<file path="src/thc_pkg.sv">
/*
 * thc_pkg: register map, field layout, init values and timing constants
 * of the target hit counter and self-test control block.
 * Assumes the clock runs at 100 MHz.
 */
package thc_pkg;
	// register addresses on the chip register port
	localparam logic [6:0] ADDR_DET_CFG = 7'h0B;
	localparam logic [6:0] ADDR_BITE_CFG = 7'h0C;

	// reset and init values
	localparam logic [15:0] DET_CFG_RESET = 16'h8000;
	localparam logic [15:0] DET_CFG_INIT = 16'h001B;
	localparam logic [15:0] BITE_CFG_RESET = 16'h0000;
	localparam logic [15:0] BITE_CFG_INIT = 16'h0000;

	// detector config field positions
	localparam int HIT_SEL_LSB = 0;
	localparam int GONE_SEL_LSB = 2;
	localparam int DIR_HALVE_BIT = 4;
	localparam int DET_FUSE_W = 5;

	// self-test config field positions
	localparam int BITE_EN_BIT = 0;
	localparam int PHASE_LSB = 1;
	localparam int PD_EN_BIT = 4;
	localparam int MUX_EN_BIT = 5;
	localparam int MON_SEL_LSB = 6;
	localparam int BITE_FIELD_W = 8;

	// hit count for code 0; each code doubles it (10, 20, 40, 80)
	localparam logic [6:0] HIT_BASE = 7'h0A;

	// timing: one base tick per millisecond
	localparam int CLK_PERIOD_NS = 10;
	localparam int TICK_NS = 1000000;
	localparam int TICK_CYCLES = TICK_NS / CLK_PERIOD_NS;

	// target-gone timeout in ms per code
	localparam logic [7:0] GONE_MS_0 = 8'h0A;
	localparam logic [7:0] GONE_MS_1 = 8'h32;
	localparam logic [7:0] GONE_MS_2 = 8'h64;
	localparam logic [7:0] GONE_MS_3 = 8'hC8;

	// detection hold time in ms per code: 10 ms, 1 s, 10 s, 1 min
	localparam logic [15:0] HOLD_MS_0 = 16'h000A;
	localparam logic [15:0] HOLD_MS_1 = 16'h03E8;
	localparam logic [15:0] HOLD_MS_2 = 16'h2710;
	localparam logic [15:0] HOLD_MS_3 = 16'hEA60;
endpackage

</file>
<file path="src/thc_detector.sv">
/*
 * thc_detector: digital target detector (hit counter, two direction
 * counters, target-gone timeout, detection hold) and the self-test /
 * monitor control register.
 * Assumes: register port accesses, comparator hits and the init strobe are
 * synchronous single-cycle pulses from the chip's main controller.
 */
// Functional notes
// - detection output goes high when the hit counter reaches 10, 20, 40 or 80 per the hit code.
// - when either direction counter reaches its target both are cleared and the direction pin is written.
// - direction target is the hit count, or half of it when the halve bit is set.
// - if the target-gone time passes with no hit, hit counter and both direction counters clear.
// - target-gone codes 0..3 give 10, 50, 100 and 200 ms.
// - after init an unfused part's detector config reads 0x001B; fused parts load fuse defaults.
// - monitor select routes bandgap, temperature, I common mode or Q common mode to pad four.
// - the monitor mux drives pad four only while its enable bit is 1, default 0.
// - the self-test power detector is on only while its bit is 1; it and self-test enable default off.
// - the self-test phase code selects code times 45 degrees, 0 to 315.
// - detection output drops once the hold time (10 ms, 1 s, 10 s, 1 min) passes since the last reach.
`timescale 1ns/1ps
module thc_detector #(
	parameter int TICK_CYCLES = thc_pkg::TICK_CYCLES
) (
	// clock and reset
	input wire logic clk,
	input wire logic rst,
	// chip register port
	input wire logic [6:0] regAddr,
	input wire logic regWrEn,
	input wire logic [15:0] regWrData,
	output logic [15:0] regRdData,
	// init sequence
	input wire logic initLoad,
	input wire logic fuseValid,
	input wire logic [4:0] fuseDetCfg,
	// detector control from other registers
	input wire logic digitalDetectorEnable,
	input wire logic [1:0] detectionHoldTimeSel,
	// comparator
	input wire logic hitPulse,
	input wire logic hitApproaching,
	// detector pins
	output logic targetDetect,
	output logic targetDirection,
	// self-test and monitor controls
	output logic selftestEnable,
	output logic [2:0] selftestPhase,
	output logic selftestPowerDetectorEnable,
	output logic monitorMuxEnable,
	output logic [1:0] monitorSelect
);
	typedef struct packed {
		logic [15:0] detCfg;
		logic [15:0] biteCfg;
		logic [15:0] rdData;
		logic [31:0] tickCnt;
		logic [6:0] hitCnt;
		logic [6:0] dirCntA;
		logic [6:0] dirCntB;
		logic [7:0] goneMs;
		logic goneDone;
		logic [15:0] holdMs;
		logic detect;
		logic direction;
	} thc_state_t;

	thc_state_t s_q;
	thc_state_t s_d;

	// decoded limits
	logic [6:0] hitTarget;
	logic [6:0] dirTarget;
	logic [7:0] goneLimit;
	logic [15:0] holdLimit;
	// per-cycle events and incremented counts
	logic msTick;
	logic hitTaken;
	logic [6:0] hitCntInc;
	logic hitReach;
	logic [6:0] dirCntAInc;
	logic [6:0] dirCntBInc;
	logic dirReach;
	logic [7:0] goneMsInc;
	logic goneExpire;
	logic [15:0] holdMsInc;
	logic holdExpire;
	logic detCfgWrite;
	logic biteCfgWrite;

	// limits follow the stored config; the hold code comes from another register
	always_comb begin
		hitTarget = thc_pkg::HIT_BASE << s_q.detCfg[thc_pkg::HIT_SEL_LSB +: 2];
		dirTarget = s_q.detCfg[thc_pkg::DIR_HALVE_BIT] ? (hitTarget >> 1) : hitTarget;
		unique case (s_q.detCfg[thc_pkg::GONE_SEL_LSB +: 2])
			2'h0: goneLimit = thc_pkg::GONE_MS_0;
			2'h1: goneLimit = thc_pkg::GONE_MS_1;
			2'h2: goneLimit = thc_pkg::GONE_MS_2;
			2'h3: goneLimit = thc_pkg::GONE_MS_3;
		endcase
		unique case (detectionHoldTimeSel)
			2'h0: holdLimit = thc_pkg::HOLD_MS_0;
			2'h1: holdLimit = thc_pkg::HOLD_MS_1;
			2'h2: holdLimit = thc_pkg::HOLD_MS_2;
			2'h3: holdLimit = thc_pkg::HOLD_MS_3;
		endcase
	end

	// the base tick runs free, so the first millisecond of any timer may be short
	always_comb begin
		msTick = (s_q.tickCnt == 32'(TICK_CYCLES - 1));
		hitTaken = digitalDetectorEnable && hitPulse;
		hitCntInc = s_q.hitCnt + 7'h01;
		hitReach = hitCntInc >= hitTarget;
		dirCntAInc = hitApproaching ? s_q.dirCntA + 7'h01 : s_q.dirCntA;
		dirCntBInc = hitApproaching ? s_q.dirCntB : s_q.dirCntB + 7'h01;
		dirReach = dirCntAInc >= dirTarget || dirCntBInc >= dirTarget;
		goneMsInc = s_q.goneMs + 8'h01;
		goneExpire = msTick && !s_q.goneDone && goneMsInc >= goneLimit;
		holdMsInc = s_q.holdMs + 16'h0001;
		holdExpire = s_q.detect && msTick && holdMsInc >= holdLimit;
		detCfgWrite = regWrEn && regAddr == thc_pkg::ADDR_DET_CFG;
		biteCfgWrite = regWrEn && regAddr == thc_pkg::ADDR_BITE_CFG;
	end

	// next state of the whole block
	always_comb begin
		s_d = s_q;
		s_d.tickCnt = msTick ? 32'h0000_0000 : s_q.tickCnt + 32'h0000_0001;

		// register writes; detector config is assumed static while enabled
		if (detCfgWrite) begin
			s_d.detCfg = regWrData;
		end
		if (biteCfgWrite) begin
			s_d.biteCfg = {8'h00, regWrData[thc_pkg::BITE_FIELD_W-1:0]};
		end
		if (initLoad) begin
			s_d.detCfg = thc_pkg::DET_CFG_INIT;
			if (fuseValid) begin
				s_d.detCfg = {11'h000, fuseDetCfg};
			end
			s_d.biteCfg = thc_pkg::BITE_CFG_INIT;
		end
		unique case (regAddr)
			thc_pkg::ADDR_DET_CFG: s_d.rdData = s_q.detCfg;
			thc_pkg::ADDR_BITE_CFG: s_d.rdData = s_q.biteCfg;
			default: s_d.rdData = 16'h0000;
		endcase

		// hold timer runs while detection is high
		// a reach in the same cycle restarts the hold further down
		if (s_q.detect && msTick) begin
			if (holdExpire) begin
				s_d.detect = 1'b0;
				s_d.holdMs = 16'h0000;
			end else begin
				s_d.holdMs = holdMsInc;
			end
		end

		// counters stay cleared while the detector is disabled

		if (!digitalDetectorEnable) begin
			s_d.hitCnt = 7'h00;
			s_d.dirCntA = 7'h00;
			s_d.dirCntB = 7'h00;
			s_d.goneMs = 8'h00;
			s_d.goneDone = 1'b1;
		end else if (hitTaken) begin
			// a hit restarts the target-gone timer and wins over a tick
			s_d.goneMs = 8'h00;
			s_d.goneDone = 1'b0;
			if (hitReach) begin
				s_d.hitCnt = 7'h00;
				s_d.detect = 1'b1;
				s_d.holdMs = 16'h0000;
			end else begin
				s_d.hitCnt = hitCntInc;
			end
			s_d.dirCntA = dirCntAInc;
			s_d.dirCntB = dirCntBInc;
			if (dirReach) begin
				s_d.direction = hitApproaching;
				s_d.dirCntA = 7'h00;
				s_d.dirCntB = 7'h00;
			end
		end else if (msTick && !s_q.goneDone) begin
			if (goneExpire) begin
				s_d.hitCnt = 7'h00;
				s_d.dirCntA = 7'h00;
				s_d.dirCntB = 7'h00;
				s_d.goneMs = 8'h00;
				s_d.goneDone = 1'b1;
			end else begin
				s_d.goneMs = goneMsInc;
			end
		end
	end

	always_ff @(posedge clk or posedge rst) begin
		if (rst) begin
			s_q <= '0;
			s_q.detCfg <= thc_pkg::DET_CFG_RESET;
			s_q.biteCfg <= thc_pkg::BITE_CFG_RESET;
			s_q.goneDone <= 1'b1;
		end else begin
			s_q <= s_d;
		end
	end

	assign regRdData = s_q.rdData;
	assign targetDetect = s_q.detect;
	assign targetDirection = s_q.direction;
	assign selftestEnable = s_q.biteCfg[thc_pkg::BITE_EN_BIT];
	assign selftestPhase = s_q.biteCfg[thc_pkg::PHASE_LSB +: 3];
	assign selftestPowerDetectorEnable = s_q.biteCfg[thc_pkg::PD_EN_BIT];
	assign monitorMuxEnable = s_q.biteCfg[thc_pkg::MUX_EN_BIT];
	assign monitorSelect = s_q.biteCfg[thc_pkg::MON_SEL_LSB +: 2];
endmodule

</file>
<file path="config.mk">
export PLATFORM = sky130hd
export DESIGN_NAME = thc_detector
export DESIGN_NICKNAME = d
export VERILOG_FILES = /design/src/thc_pkg.sv /design/src/thc_detector.sv
export SDC_FILE = /design/constraint.sdc
export NUM_CORES = 1
export LEC_CHECK = 0
export BUFFER_PORTS_ARGS = -buffer_cell sky130_fd_sc_hd__buf_4
export CAP_MARGIN = 5
export CORE_ASPECT_RATIO = 0.75
export CORE_MARGIN = 8
export CORE_UTILIZATION = 54
export CTS_BUF_LIST = sky130_fd_sc_hd__clkbuf_8 sky130_fd_sc_hd__clkbuf_16
export CTS_CLUSTER_DIAMETER = 200
export DETAILED_ROUTE_END_ITERATION = 7
export GPL_ROUTABILITY_DRIVEN = 0
export PLACE_DENSITY = 0.75
export SYNTH_ARGS = -nofsm -noshare
export SYNTH_HDL_FRONTEND = slang
export SYNTH_SLANG_ARGS = --single-unit
export TNS_END_PERCENT = 5
</file>
<file path="constraint.sdc">
create_clock -name clk -period 3.84 [get_ports clk]
set_clock_uncertainty 0.2 [all_clocks]
set_input_delay 0.384 -clock clk [delete_from_list [all_inputs] [get_ports clk]]
set_output_delay 0.384 -clock clk [all_outputs]
set_load 0.05 [all_outputs]
</file>
==> flow_summary.json, run 1 <==
{
  "drt-initial-drc-count": 422,
  "vias": 5706,
  "wirelength_um": 16380,
  "grt_max_degree": 61,
  "critPathArrivalTime_ns": 3.78,
  "tightestPinTransition_ns": 0.8045,
  "dieArea_um2": 17100,
  "ys_ff_latch": 120,
  "rsz0062_at_grt": "false",
  "p_per_area_nw_per_um2": 490.3,
  "syn_area_um2": 7093,
  "core_area_um2": 12930,
  "fmax_ghz": 0.2738,
  "rows": 36,
  "overflow": 0,
  "slew_violations": 0,
  "postSynthAreaPerCell_um2": 9.470,
  "critPathMaxFanout": 21,
  "p_leak_nw": 3.896,
  "cts_num_sinks": 120,
  "clk_pin_slew_worst_paths_ns": 0.05,
  "drt-pass1-iter-count": 6,
  "post_cts_buffers": 0,
  "status": "complete, no violations",
  "critPathLaunchType": "register",
  "num_antenna_cells": 0,
  "nets": 890,
  "cts_max_level": 4,
  "worstSetupEndpointType": "register",
  "grt_pass1_wl_um": 27960,
  "synthFlopType": "dfrtp_1",
  "clockBufferDepth": 2,
  "hold_path_class": "primary input to register",
  "die_y_um": 115.3,
  "ir_drop_mv": 0.3331,
  "hold_viol_final": 0,
  "route.detailed.drc": 0,
  "period_needed_ns": 3.652,
  "worstSetupPathType": "register to register",
  "synth-edff-count": 0,
  "synth.net_count": 843,
  "netlist_instances": 749,
  "grt_pass1_vias": 5782,
  "initial_core_util_pct": 54.87,
  "yosysUniqueCellTypes": 62,
  "ant_nets": 0,
  "max-cap-violations": 0,
  "die-width_um": 148.3,
  "area_growth_pct": 16.21,
  "reg2reg_from": "s_q[2]$_DFF_PP0_",
  "insertion_delay_ns": 0.42,
  "final-setup-viol-count": 0,
  "boundaryPins": 64,
  "dp_hpwl_um": 11600,
  "min_period_over_period_pct": 95.10,
  "numCtsBuffers": 17,
  "fillers": 1005,
  "antenna_found_initial": 0,
  "startpoint": "s_q[2]$_DFF_PP0_",
  "dp_cells": 943,
  "cts_tree": "yes",
  "port_buffers": 63,
  "max_slew_margin_pct": 46.37,
  "fin_cells": 980,
  "drive_gt1_share_pct": 15.95,
  "final_area_um2": 8243,
  "wl_per_cell_um": 16.71,
  "dpl_cell_area_um2": 7581,
  "min-delay-start": "fuseDetCfg[1]",
  "critPathRequiredTime_ns": 3.97,
  "cts_root_buffer": "clkbuf_16",
  "finalSetupTns_ns": 0,
  "async_reset_ff_share_pct": 100.0,
  "yosys_warnings": 0,
  "grt.total_usage_pct": 20.21,
  "synth-seq-area-share_pct": 42.37,
  "via_per_inst": 5.822
}
worst max-delay path, stage by stage, from the launching register on:
cell and delay, ns:
dfrtp_1 0.43, ha_1 0.25, nand3_1 0.21, or2_2 0.44, nor3_1 0.25, xnor2_1 0.18
ha_1 0.29, a21o_1 0.19, a21oi_1 0.17, and3_1 0.17, a22o_1 0.14, buf_4 0.24
nand4b_1 0.18, a31oi_1 0.23
synth_stat cells (20+ instances only):
library cell / number / share of area, %
dfrtp_1: 118 / 42
nand2_1: 94 / 5.0
ha_1: 56 / 9.9
a21oi_1: 47 / 3.3
nand3_1: 44 / 3.1
nor2_1: 43 / 2.3
xnor2_1: 41 / 5.1
inv_1: 30 / 1.6
nand4_1: 29 / 2.6
xor2_1: 23 / 2.8
buf_4: 22 / 2.3
clkbuf_1: 20 / 1.1
power breakdown:
part / switching [W] / total, W / internal (W)
clock network: 0.000581 / 0.00162 / 0.00104
logic: 0.000557 / 0.000948 / 0.000391
registers: 0.000115 / 0.00147 / 0.00136
metrics by stage:
stage	setup WS (ns)	power [W]	hold slack [ns]	utilization [%]
floorplan	0.07349	0.002162	0.2476	-
detailed placement	0.2948	0.002416	0.2634	58.64
CTS	0.2218	0.004060	0.004543	63.76
global placement	0.4609	0.002355	0.2644	58.64
finish	0.1882	0.004041	0.01664	63.76
global route	0.01029	0.004279	0.003005	63.76
path summary, 6_finish.rpt:
path                                              to  slack, ns  cells past startpoint
worst max-delay path               s_q[14]$_DFF_PP0_       0.19                     13
worst max register to register     s_q[14]$_DFF_PP0_       0.19                     13
worst min register to register  s_q[127]$_DFFE_PP1P_       0.28                      2
worst min-delay path            s_q[113]$_DFFE_PP0P_       0.02                      2
min in group asynchronous          s_q[72]$_DFF_PP0_       0.47                      3
max in group asynchronous       s_q[127]$_DFFE_PP1P_       2.07                      4
what timing repair did:
item	4_1_cts	5_1_grt
hold buffers	5	0
endpoints found under the hold margin	61	0
resized for setup	0	0
routing by layer:
metal	routed length, um	part of all wire [%]	up-vias	global-route usage (%)
li1	-	-	2732	-
met1	7483	46	2786	25.65
met2	7610	46	166	31.87
met3	1048	6.4	22	6.410
met4	235	1.4	0	7.520
met5	0	0	-	0
cell usage in the layout, fill, tap and decap left out, drive strengths merged, types with 4 or more instances in the layout:
cell type    synthesis  final
a211oi               4      4
a21o                 6      6
a21oi               48     48
a22o                14     14
a31oi                9      9
a32o                13     13
and2                13     13
and3                 9      9
buf                 32     76
clkbuf              21     22
dfrtp              118    118
dlygate4sd3          0      5
ha                  56     56
inv                 30     32
nand2               94     94
nand2b               4      4
nand3               44     44
nand4               29     29
nor2                43     43
nor2b                7      7
nor3                10     10
nor4                10     10
o211ai               5      5
o21ai               19     19
or2                  5      5
xnor2               41     41
xor2                23     23
cell type report:
type | count | area [um^2] | share of cell area [%]
Clock buffer | 22 | 494.2 | 5.996
Clock inverter | 10 | 117.6 | 1.427
Inverter | 30 | 115.1 | 1.396
Multi-Input combinational cell | 546 | 3676 | 44.60
Sequential cell | 120 | 3005 | 36.46
Tap cell | 171 | 214.0 | 2.596
Timing Repair Buffer | 81 | 620.6 | 7.529
registers in the layout (all words and copies together), names as in the netlist:
signal and count:
monitorMuxEnable 1, monitorSelect 2, regRdData 16, s_q 94
selftestEnable 1, selftestPhase 3, selftestPowerDetectorEnable 1, targetDetect 1
targetDirection 1
kinds of logic (layout without fill, tap and decap cells):
logic type,count (synthesis),in the layout,share of synthesized area (%)
buf+inv,83,143,5.803
compound gates,138,138,13.16
xor+xnor,64,64,7.903
mux,4,4,0.6174
simple gates,284,284,20.27
flops,120,120,42.37
fa+ha+maj,56,56,9.878
(Power assumes the default switching activity.)
==> run 2: changes to the inputs <==
==> config.mk (replaced) <==
export PLATFORM = sky130hd
export DESIGN_NAME = thc_detector
export DESIGN_NICKNAME = d
export VERILOG_FILES = /design/src/thc_pkg.sv /design/src/thc_detector.sv
export SDC_FILE = /design/constraint.sdc
export NUM_CORES = 1
export LEC_CHECK = 0
export BUFFER_PORTS_ARGS = -buffer_cell sky130_fd_sc_hd__buf_2
export CAP_MARGIN = 5
export CORE_ASPECT_RATIO = 0.75
export CORE_MARGIN = 8
export CORE_UTILIZATION = 60
export CTS_BUF_LIST = sky130_fd_sc_hd__clkbuf_8 sky130_fd_sc_hd__clkbuf_16
export CTS_CLUSTER_DIAMETER = 200
export DETAILED_ROUTE_END_ITERATION = 7
export GPL_ROUTABILITY_DRIVEN = 0
export PLACE_DENSITY = 0.79
export SYNTH_ARGS = -nofsm -noshare
export SYNTH_HDL_FRONTEND = slang
export SYNTH_SLANG_ARGS = --single-unit
export TNS_END_PERCENT = 5
==> constraint.sdc (replaced) <==
create_clock -name clk -period 4.1 [get_ports clk]
set_clock_uncertainty 0.2 [all_clocks]
set_input_delay 0.41 -clock clk [delete_from_list [all_inputs] [get_ports clk]]
set_output_delay 0.41 -clock clk [all_outputs]
set_load 0.05 [all_outputs]
==> run 2 against run 1 <==
  * Sequential power is 6% lower
  * Critical path depth stayed put
  * Utilization is 5.6 points higher
  * Via count is 1.8% higher
  * Die area is 8.8% lower
  * Hold slack worse by 0.00057 ns
  * Maximum frequency is 3.4% higher
  * Register-to-register slack better by 0.38 ns
  * Sequential share of layout area is 1.0 points higher
  * Sequential cell count stayed put
  * Cell area is 2.7% lower
  * First-iteration DRC count is 45% higher
  * Critical endpoint is now s_q[6]$_DFF_PP0_
  * Highest routed layer unchanged
==> flow_summary.json, run 2 (same netlist as run 1, synthesis figures left out) <==
{
  "route.detailed.drc": 0,
  "cts_max_level": 4,
  "numCtsBuffers": 17,
  "cpPeakStageDelay_ns": 0.45,
  "p_switching_w": 0.001181,
  "ant_nets": 0,
  "hold_path_class": "primary input to register",
  "dp_hpwl_um": 11420,
  "drt-pass1-iter-count": 5,
  "fmax_ghz": 0.2831,
  "drive_gt1_share_pct": 15.71,
  "min_period_over_period_pct": 86.16,
  "boundaryPins": 64,
  "grt_pass1_vias": 5747,
  "crit_chain": "ha_1 -> nand3_1 -> or2_2 -> nor3_1 -> xnor2_1 -> ha_1 -> a21o_1 -> a21oi_1 -> and3_1 -> a22o_1 -> buf_4 -> nand4_1 -> a31oi_1",
  "finalSetupTns_ns": 0,
  "slew_violations": 0,
  "via_per_inst": 6.023,
  "clkPwrFrac_pct": 40.7,
  "wirelength_um": 16200,
  "drt-initial-drc-count": 610,
  "largest_reg_flops": 94,
  "post-place-ws_ns": 0.6068,
  "final_cell_mix": "dfrtp_1 (118), nand2_1 (94), buf_2 (63), ha_1 (56), a21oi_1 (47)",
  "max-cap-violations": 0,
  "final_area_um2": 8021,
  "antenna_found_initial": 0,
  "rsz0062_at_grt": "false",
  "wl_per_cell_um": 16.80,
  "grt_pass1_wl_um": 27540,
  "vias": 5806,
  "period_needed_ns": 3.533,
  "cts_tree": "yes",
  "cp_top_family": "simple AND/OR/NAND/NOR gates",
  "final-setup-viol-count": 0,
  "cts_num_sinks": 120,
  "seqPwrFrac_pct": 36.6,
  "tightestPinTransition_ns": 1.220,
  "worstSetupEndpointType": "register",
  "cp_num_buf_inv": 1,
  "holdWs_ns": 0.01607,
  "critPathMaxFanout": 21,
  "overflow": 0,
  "power.share.switching_pct": 31.31,
  "mostFrequentLayoutCell": "dfrtp_1",
  "num_antenna_cells": 0,
  "core_area_um2": 11570,
  "pwr-share-comb_pct": 22.7,
  "dieArea_um2": 15590,
  "p_leak_nw": 3.830,
  "timing.final.ws_setup_ns": 0.5674,
  "grt_max_degree": 58,
  "rows": 34,
  "ir_drop_mv": 0.3310,
  "cts_resized": 0,
  "clk_pin_slew_worst_paths_ns": 0.06,
  "cpMostUsedCell": "ha_1",
  "nets": 884,
  "die_y_um": 110.2,
  "critPathRequiredTime_ns": 4.24,
  "die-width_um": 141.6,
  "port_buffers": 63,
  "grt.total_usage_pct": 22.02,
  "p_int_w": 0.002590,
  "status": "complete, no violations",
  "postCtsHoldBufs": 2,
  "max_slew_margin_pct": 17.93,
  "fillers": 890,
  "critPathLaunchType": "register",
  "critPathArrivalTime_ns": 3.67,
  "cts_root_buffer": "clkbuf_16",
  "post_cts_buffers": 0,
  "initial_core_util_pct": 61.30,
  "clockBufferDepth": 2,
  "p_total_w": 0.003771,
  "top_register": "s_q",
  "area_growth_pct": 13.09,
  "worstSetupPathType": "register to register",
  "cp_slowest_cell": "or2_2",
  "hold_viol_final": 0,
  "dpl_cell_area_um2": 7390,
  "insertion_delay_ns": 0.43,
  "p_per_area_nw_per_um2": 470.1
}
run 2: worst paths after layout:
kind | startpoint | endpoint | slack (ns) | cells past startpoint
min in group asynchronous | rst | s_q[76]$_DFF_PP0_ | 0.44 | 3
hold reg to reg | s_q[125]$_DFFE_PP0P_ | regRdData[13]$_DFF_PP0_ | 0.27 | 1
setup / recovery | s_q[2]$_DFF_PP0_ | s_q[6]$_DFF_PP0_ | 0.57 | 13
hold / removal | fuseValid | s_q[116]$_DFFE_PP0P_ | 0.02 | 2
setup reg to reg | s_q[2]$_DFF_PP0_ | s_q[6]$_DFF_PP0_ | 0.57 | 13
max in group asynchronous | rst | s_q[127]$_DFFE_PP1P_ | 2.33 | 4
run 2: power groups by stage:
stage | Sequential, W | Combinational (W) | Clock, W
detailed placement | 0.00139 | 0.000851 | 0
CTS | 0.00138 | 0.000857 | 0.00155
global placement | 0.00139 | 0.000803 | 0
floorplan | 0.00138 | 0.000648 | 0
finish | 0.00138 | 0.000857 | 0.00153
global route | 0.00139 | 0.000980 | 0.00161
run 2: per-stage QoR:
stage,cells,utilization (%)
global route,964,69.32
detailed placement,931,63.86
CTS,964,69.32
finish,964,69.32
floorplan,749,-
global placement,931,63.86
run 2: layer usage:
metal	global-route usage, %	up-vias	share of wire (%)
li1	-	2724	-
met1	28.76	2824	44
met2	35.12	226	47
met3	6.540	32	7.4
met4	6.646	0	1.4
met5	0	-	0
run 2: area by class of cell:
class	instances	area [um^2]	share of cell area (%)
Clock inverter	13	172.7	2.153
Clock buffer	18	439.2	5.475
Tap cell	162	202.7	2.527
Timing Repair Buffer	75	410.4	5.116
Multi-Input combinational cell	546	3676	45.83
Inverter	30	115.1	1.435
Sequential cell	120	3005	37.47
==> run 3: changes to the inputs <==
--- a/config.mk
+++ b/config.mk
@@ -9,12 +9,12 @@
 export CAP_MARGIN = 5
 export CORE_ASPECT_RATIO = 0.75
 export CORE_MARGIN = 8
-export CORE_UTILIZATION = 60
-export CTS_BUF_LIST = sky130_fd_sc_hd__clkbuf_8 sky130_fd_sc_hd__clkbuf_16
+export CORE_UTILIZATION = 62
+export CTS_BUF_LIST = sky130_fd_sc_hd__clkbuf_4
 export CTS_CLUSTER_DIAMETER = 200
 export DETAILED_ROUTE_END_ITERATION = 7
 export GPL_ROUTABILITY_DRIVEN = 0
-export PLACE_DENSITY = 0.79
+export PLACE_DENSITY = 0.82
 export SYNTH_ARGS = -nofsm -noshare
 export SYNTH_HDL_FRONTEND = slang
 export SYNTH_SLANG_ARGS = --single-unit
==> run 3 against run 2 <==
  * Maximum frequency shrank 2.9%
  * Hold slack gained 0.028 ns
  * Power shrank 17%
  * Via count grew 0.33%
  * Utilization grew 2.5 points
  * Clock-buffer cell count grew 1
  * Sequential power is essentially flat
  * Critical path depth is the same
  * Sequential cell count is the same
  * Register-to-register slack lost 0.11 ns
  * Combinational power grew 3.0%
  * Die area shrank 2.8%
  * Critical endpoint is now s_q[34]$_DFFE_PP0P_
==> flow_summary.json, run 3 (same netlist as run 1, synthesis figures left out) <==
{
  "cp_top_family": "compound AO/OA/AOI/OAI gates",
  "cts_tree": "yes",
  "grt_max_degree": 76,
  "top_register": "s_q",
  "grt_pass1_vias": 5790,
  "rsz0062_at_grt": "false",
  "die-width_um": 139.5,
  "antenna_found_initial": 0,
  "cts_resized": 0,
  "crit_chain": "ha_1 -> nor2b_1 -> nand3_1 -> and2_1 -> or2_2 -> ha_1 -> a21o_1 -> a211oi_1 -> o21ai_0 -> a211oi_2 -> buf_4 -> a31oi_1 -> a31oi_1",
  "overflow": 0,
  "dp_hpwl_um": 11150,
  "worstSetupEndpointType": "register",
  "cp_slowest_cell": "a211oi_2",
  "boundaryPins": 64,
  "core_area_um2": 11020,
  "critPathMaxFanout": 9,
  "p_per_area_nw_per_um2": 395.7,
  "hold_path_class": "primary input to register",
  "p_leak_nw": 3.785,
  "drive_gt1_share_pct": 15.15,
  "nets": 906,
  "drt-pass1-iter-count": 6,
  "vias": 5825,
  "cts_max_level": 4,
  "drt-initial-drc-count": 479,
  "cpPeakStageDelay_ns": 0.56,
  "port_buffers": 63,
  "max_slew_margin_pct": 18.27,
  "finalSetupTns_ns": 0,
  "worstSetupPathType": "register to register",
  "final-setup-viol-count": 0,
  "dieArea_um2": 15150,
  "largest_reg_flops": 94,
  "ir_drop_mv": 0.2347,
  "slew_violations": 0,
  "num_antenna_cells": 0,
  "die_y_um": 108.6,
  "mostFrequentLayoutCell": "dfrtp_1",
  "fmax_ghz": 0.2748,
  "initial_core_util_pct": 64.34,
  "grt_pass1_wl_um": 27620,
  "rows": 33,
  "route.detailed.drc": 0,
  "tightestPinTransition_ns": 1.215,
  "cts_num_sinks": 120,
  "grt.total_usage_pct": 22.17,
  "dpl_cell_area_um2": 7367,
  "cp_num_buf_inv": 1,
  "ant_nets": 0,
  "critPathArrivalTime_ns": 3.89,
  "critPathLaunchType": "register",
  "post_cts_buffers": 0,
  "wirelength_um": 16030,
  "numCtsBuffers": 17,
  "fillers": 798,
  "critPathRequiredTime_ns": 4.35,
  "clockBufferDepth": 2,
  "insertion_delay_ns": 0.53,
  "min_period_over_period_pct": 88.76,
  "status": "complete, no violations",
  "max-cap-violations": 0,
  "final_cell_mix": "dfrtp_1 (118), nand2_1 (94), buf_2 (63), ha_1 (56), a21oi_1 (47)",
  "clk_pin_slew_worst_paths_ns": 0.11,
  "cts_root_buffer": "clkbuf_4",
  "wl_per_cell_um": 16.61,
  "via_per_inst": 6.036,
  "hold_viol_final": 0,
  "period_needed_ns": 3.639,
  "area_growth_pct": 11.59,
  "final_area_um2": 7915
}
run 3: cell type report:
type                       count  area (um^2)  area share, %
tap                          140        175.2          2.213
sequential                   120         3005          37.97
clock inverter                13        155.1          1.960
clock buffer                  19        142.6          1.802
timing repair buffer          97        645.6          8.157
inverter                      30        115.1          1.454
multi-input combinational    546         3676          46.44
run 3: worst reg2reg max path: cells and delay by family, from the launching register on:
kind | cells | cell delay, ns
and+or+nand+nor | 4 | 0.89
adders and majority gates | 2 | 0.35
AOI/OAI and AO/OA | 6 | 1.43
buffers and inverters | 1 | 0.29
DFF | 1 | 0.42
run 3: through the flow:
stage                     std cells  utilization [%]  total power (W)  setup slack [ns]  hold slack [ns]
final                           965            71.80         0.003132            0.4610          0.04431
after floorplan                 749                -         0.002024            0.3075           0.2476
after detailed placement        908            66.83         0.002249            0.5444           0.2601
after global routing            965            71.80         0.003346            0.2204          0.01028
after CTS                       965            71.80         0.003150            0.5625         0.001282
after global placement          908            66.83         0.002177            0.7253           0.2563
run 3: timing repair:
item,CTS,global route
setup endpoints to repair,0,0
hold buffers,25,0
hold endpoints to repair,97,0
run 3: routing by layer:
| metal | wire, um | GRT usage [%] |
|---|---|---|
| met4 | 273 | 7.728 |
| met3 | 1131 | 6.155 |
| met5 | 0 | 0 |
| met2 | 7415 | 35.43 |
| met1 | 7213 | 28.87 |
run 3: final timing paths:
kind                                      startpoint                            to  slack [ns]  depth (start not counted)
worst max-delay path             s_q[27]$_DFFE_PP0P_           s_q[34]$_DFFE_PP0P_        0.46                         13
worst min-delay path                      regAddr[0]  monitorSelect[0]$_DFFE_PP0P_        0.04                          4
worst max register to register   s_q[27]$_DFFE_PP0P_           s_q[34]$_DFFE_PP0P_        0.46                         13
worst min register to register  s_q[127]$_DFFE_PP1P_          s_q[127]$_DFFE_PP1P_        0.28                          2
max in group asynchronous                        rst          s_q[127]$_DFFE_PP1P_        2.42                          4
min in group asynchronous                        rst             s_q[74]$_DFF_PP0_        0.45                          3
run 3: power breakdown:
part / leakage, nW / internal [W] / total [W] / switching (W)
logic: 2.07 / 0.000365 / 0.000883 / 0.000518
clock network: 0.148 / 0.000431 / 0.000876 / 0.000445
registers: 1.57 / 0.00127 / 0.00137 / 0.000106
total: 3.78 / 0.00206 / 0.00313 / 0.00107
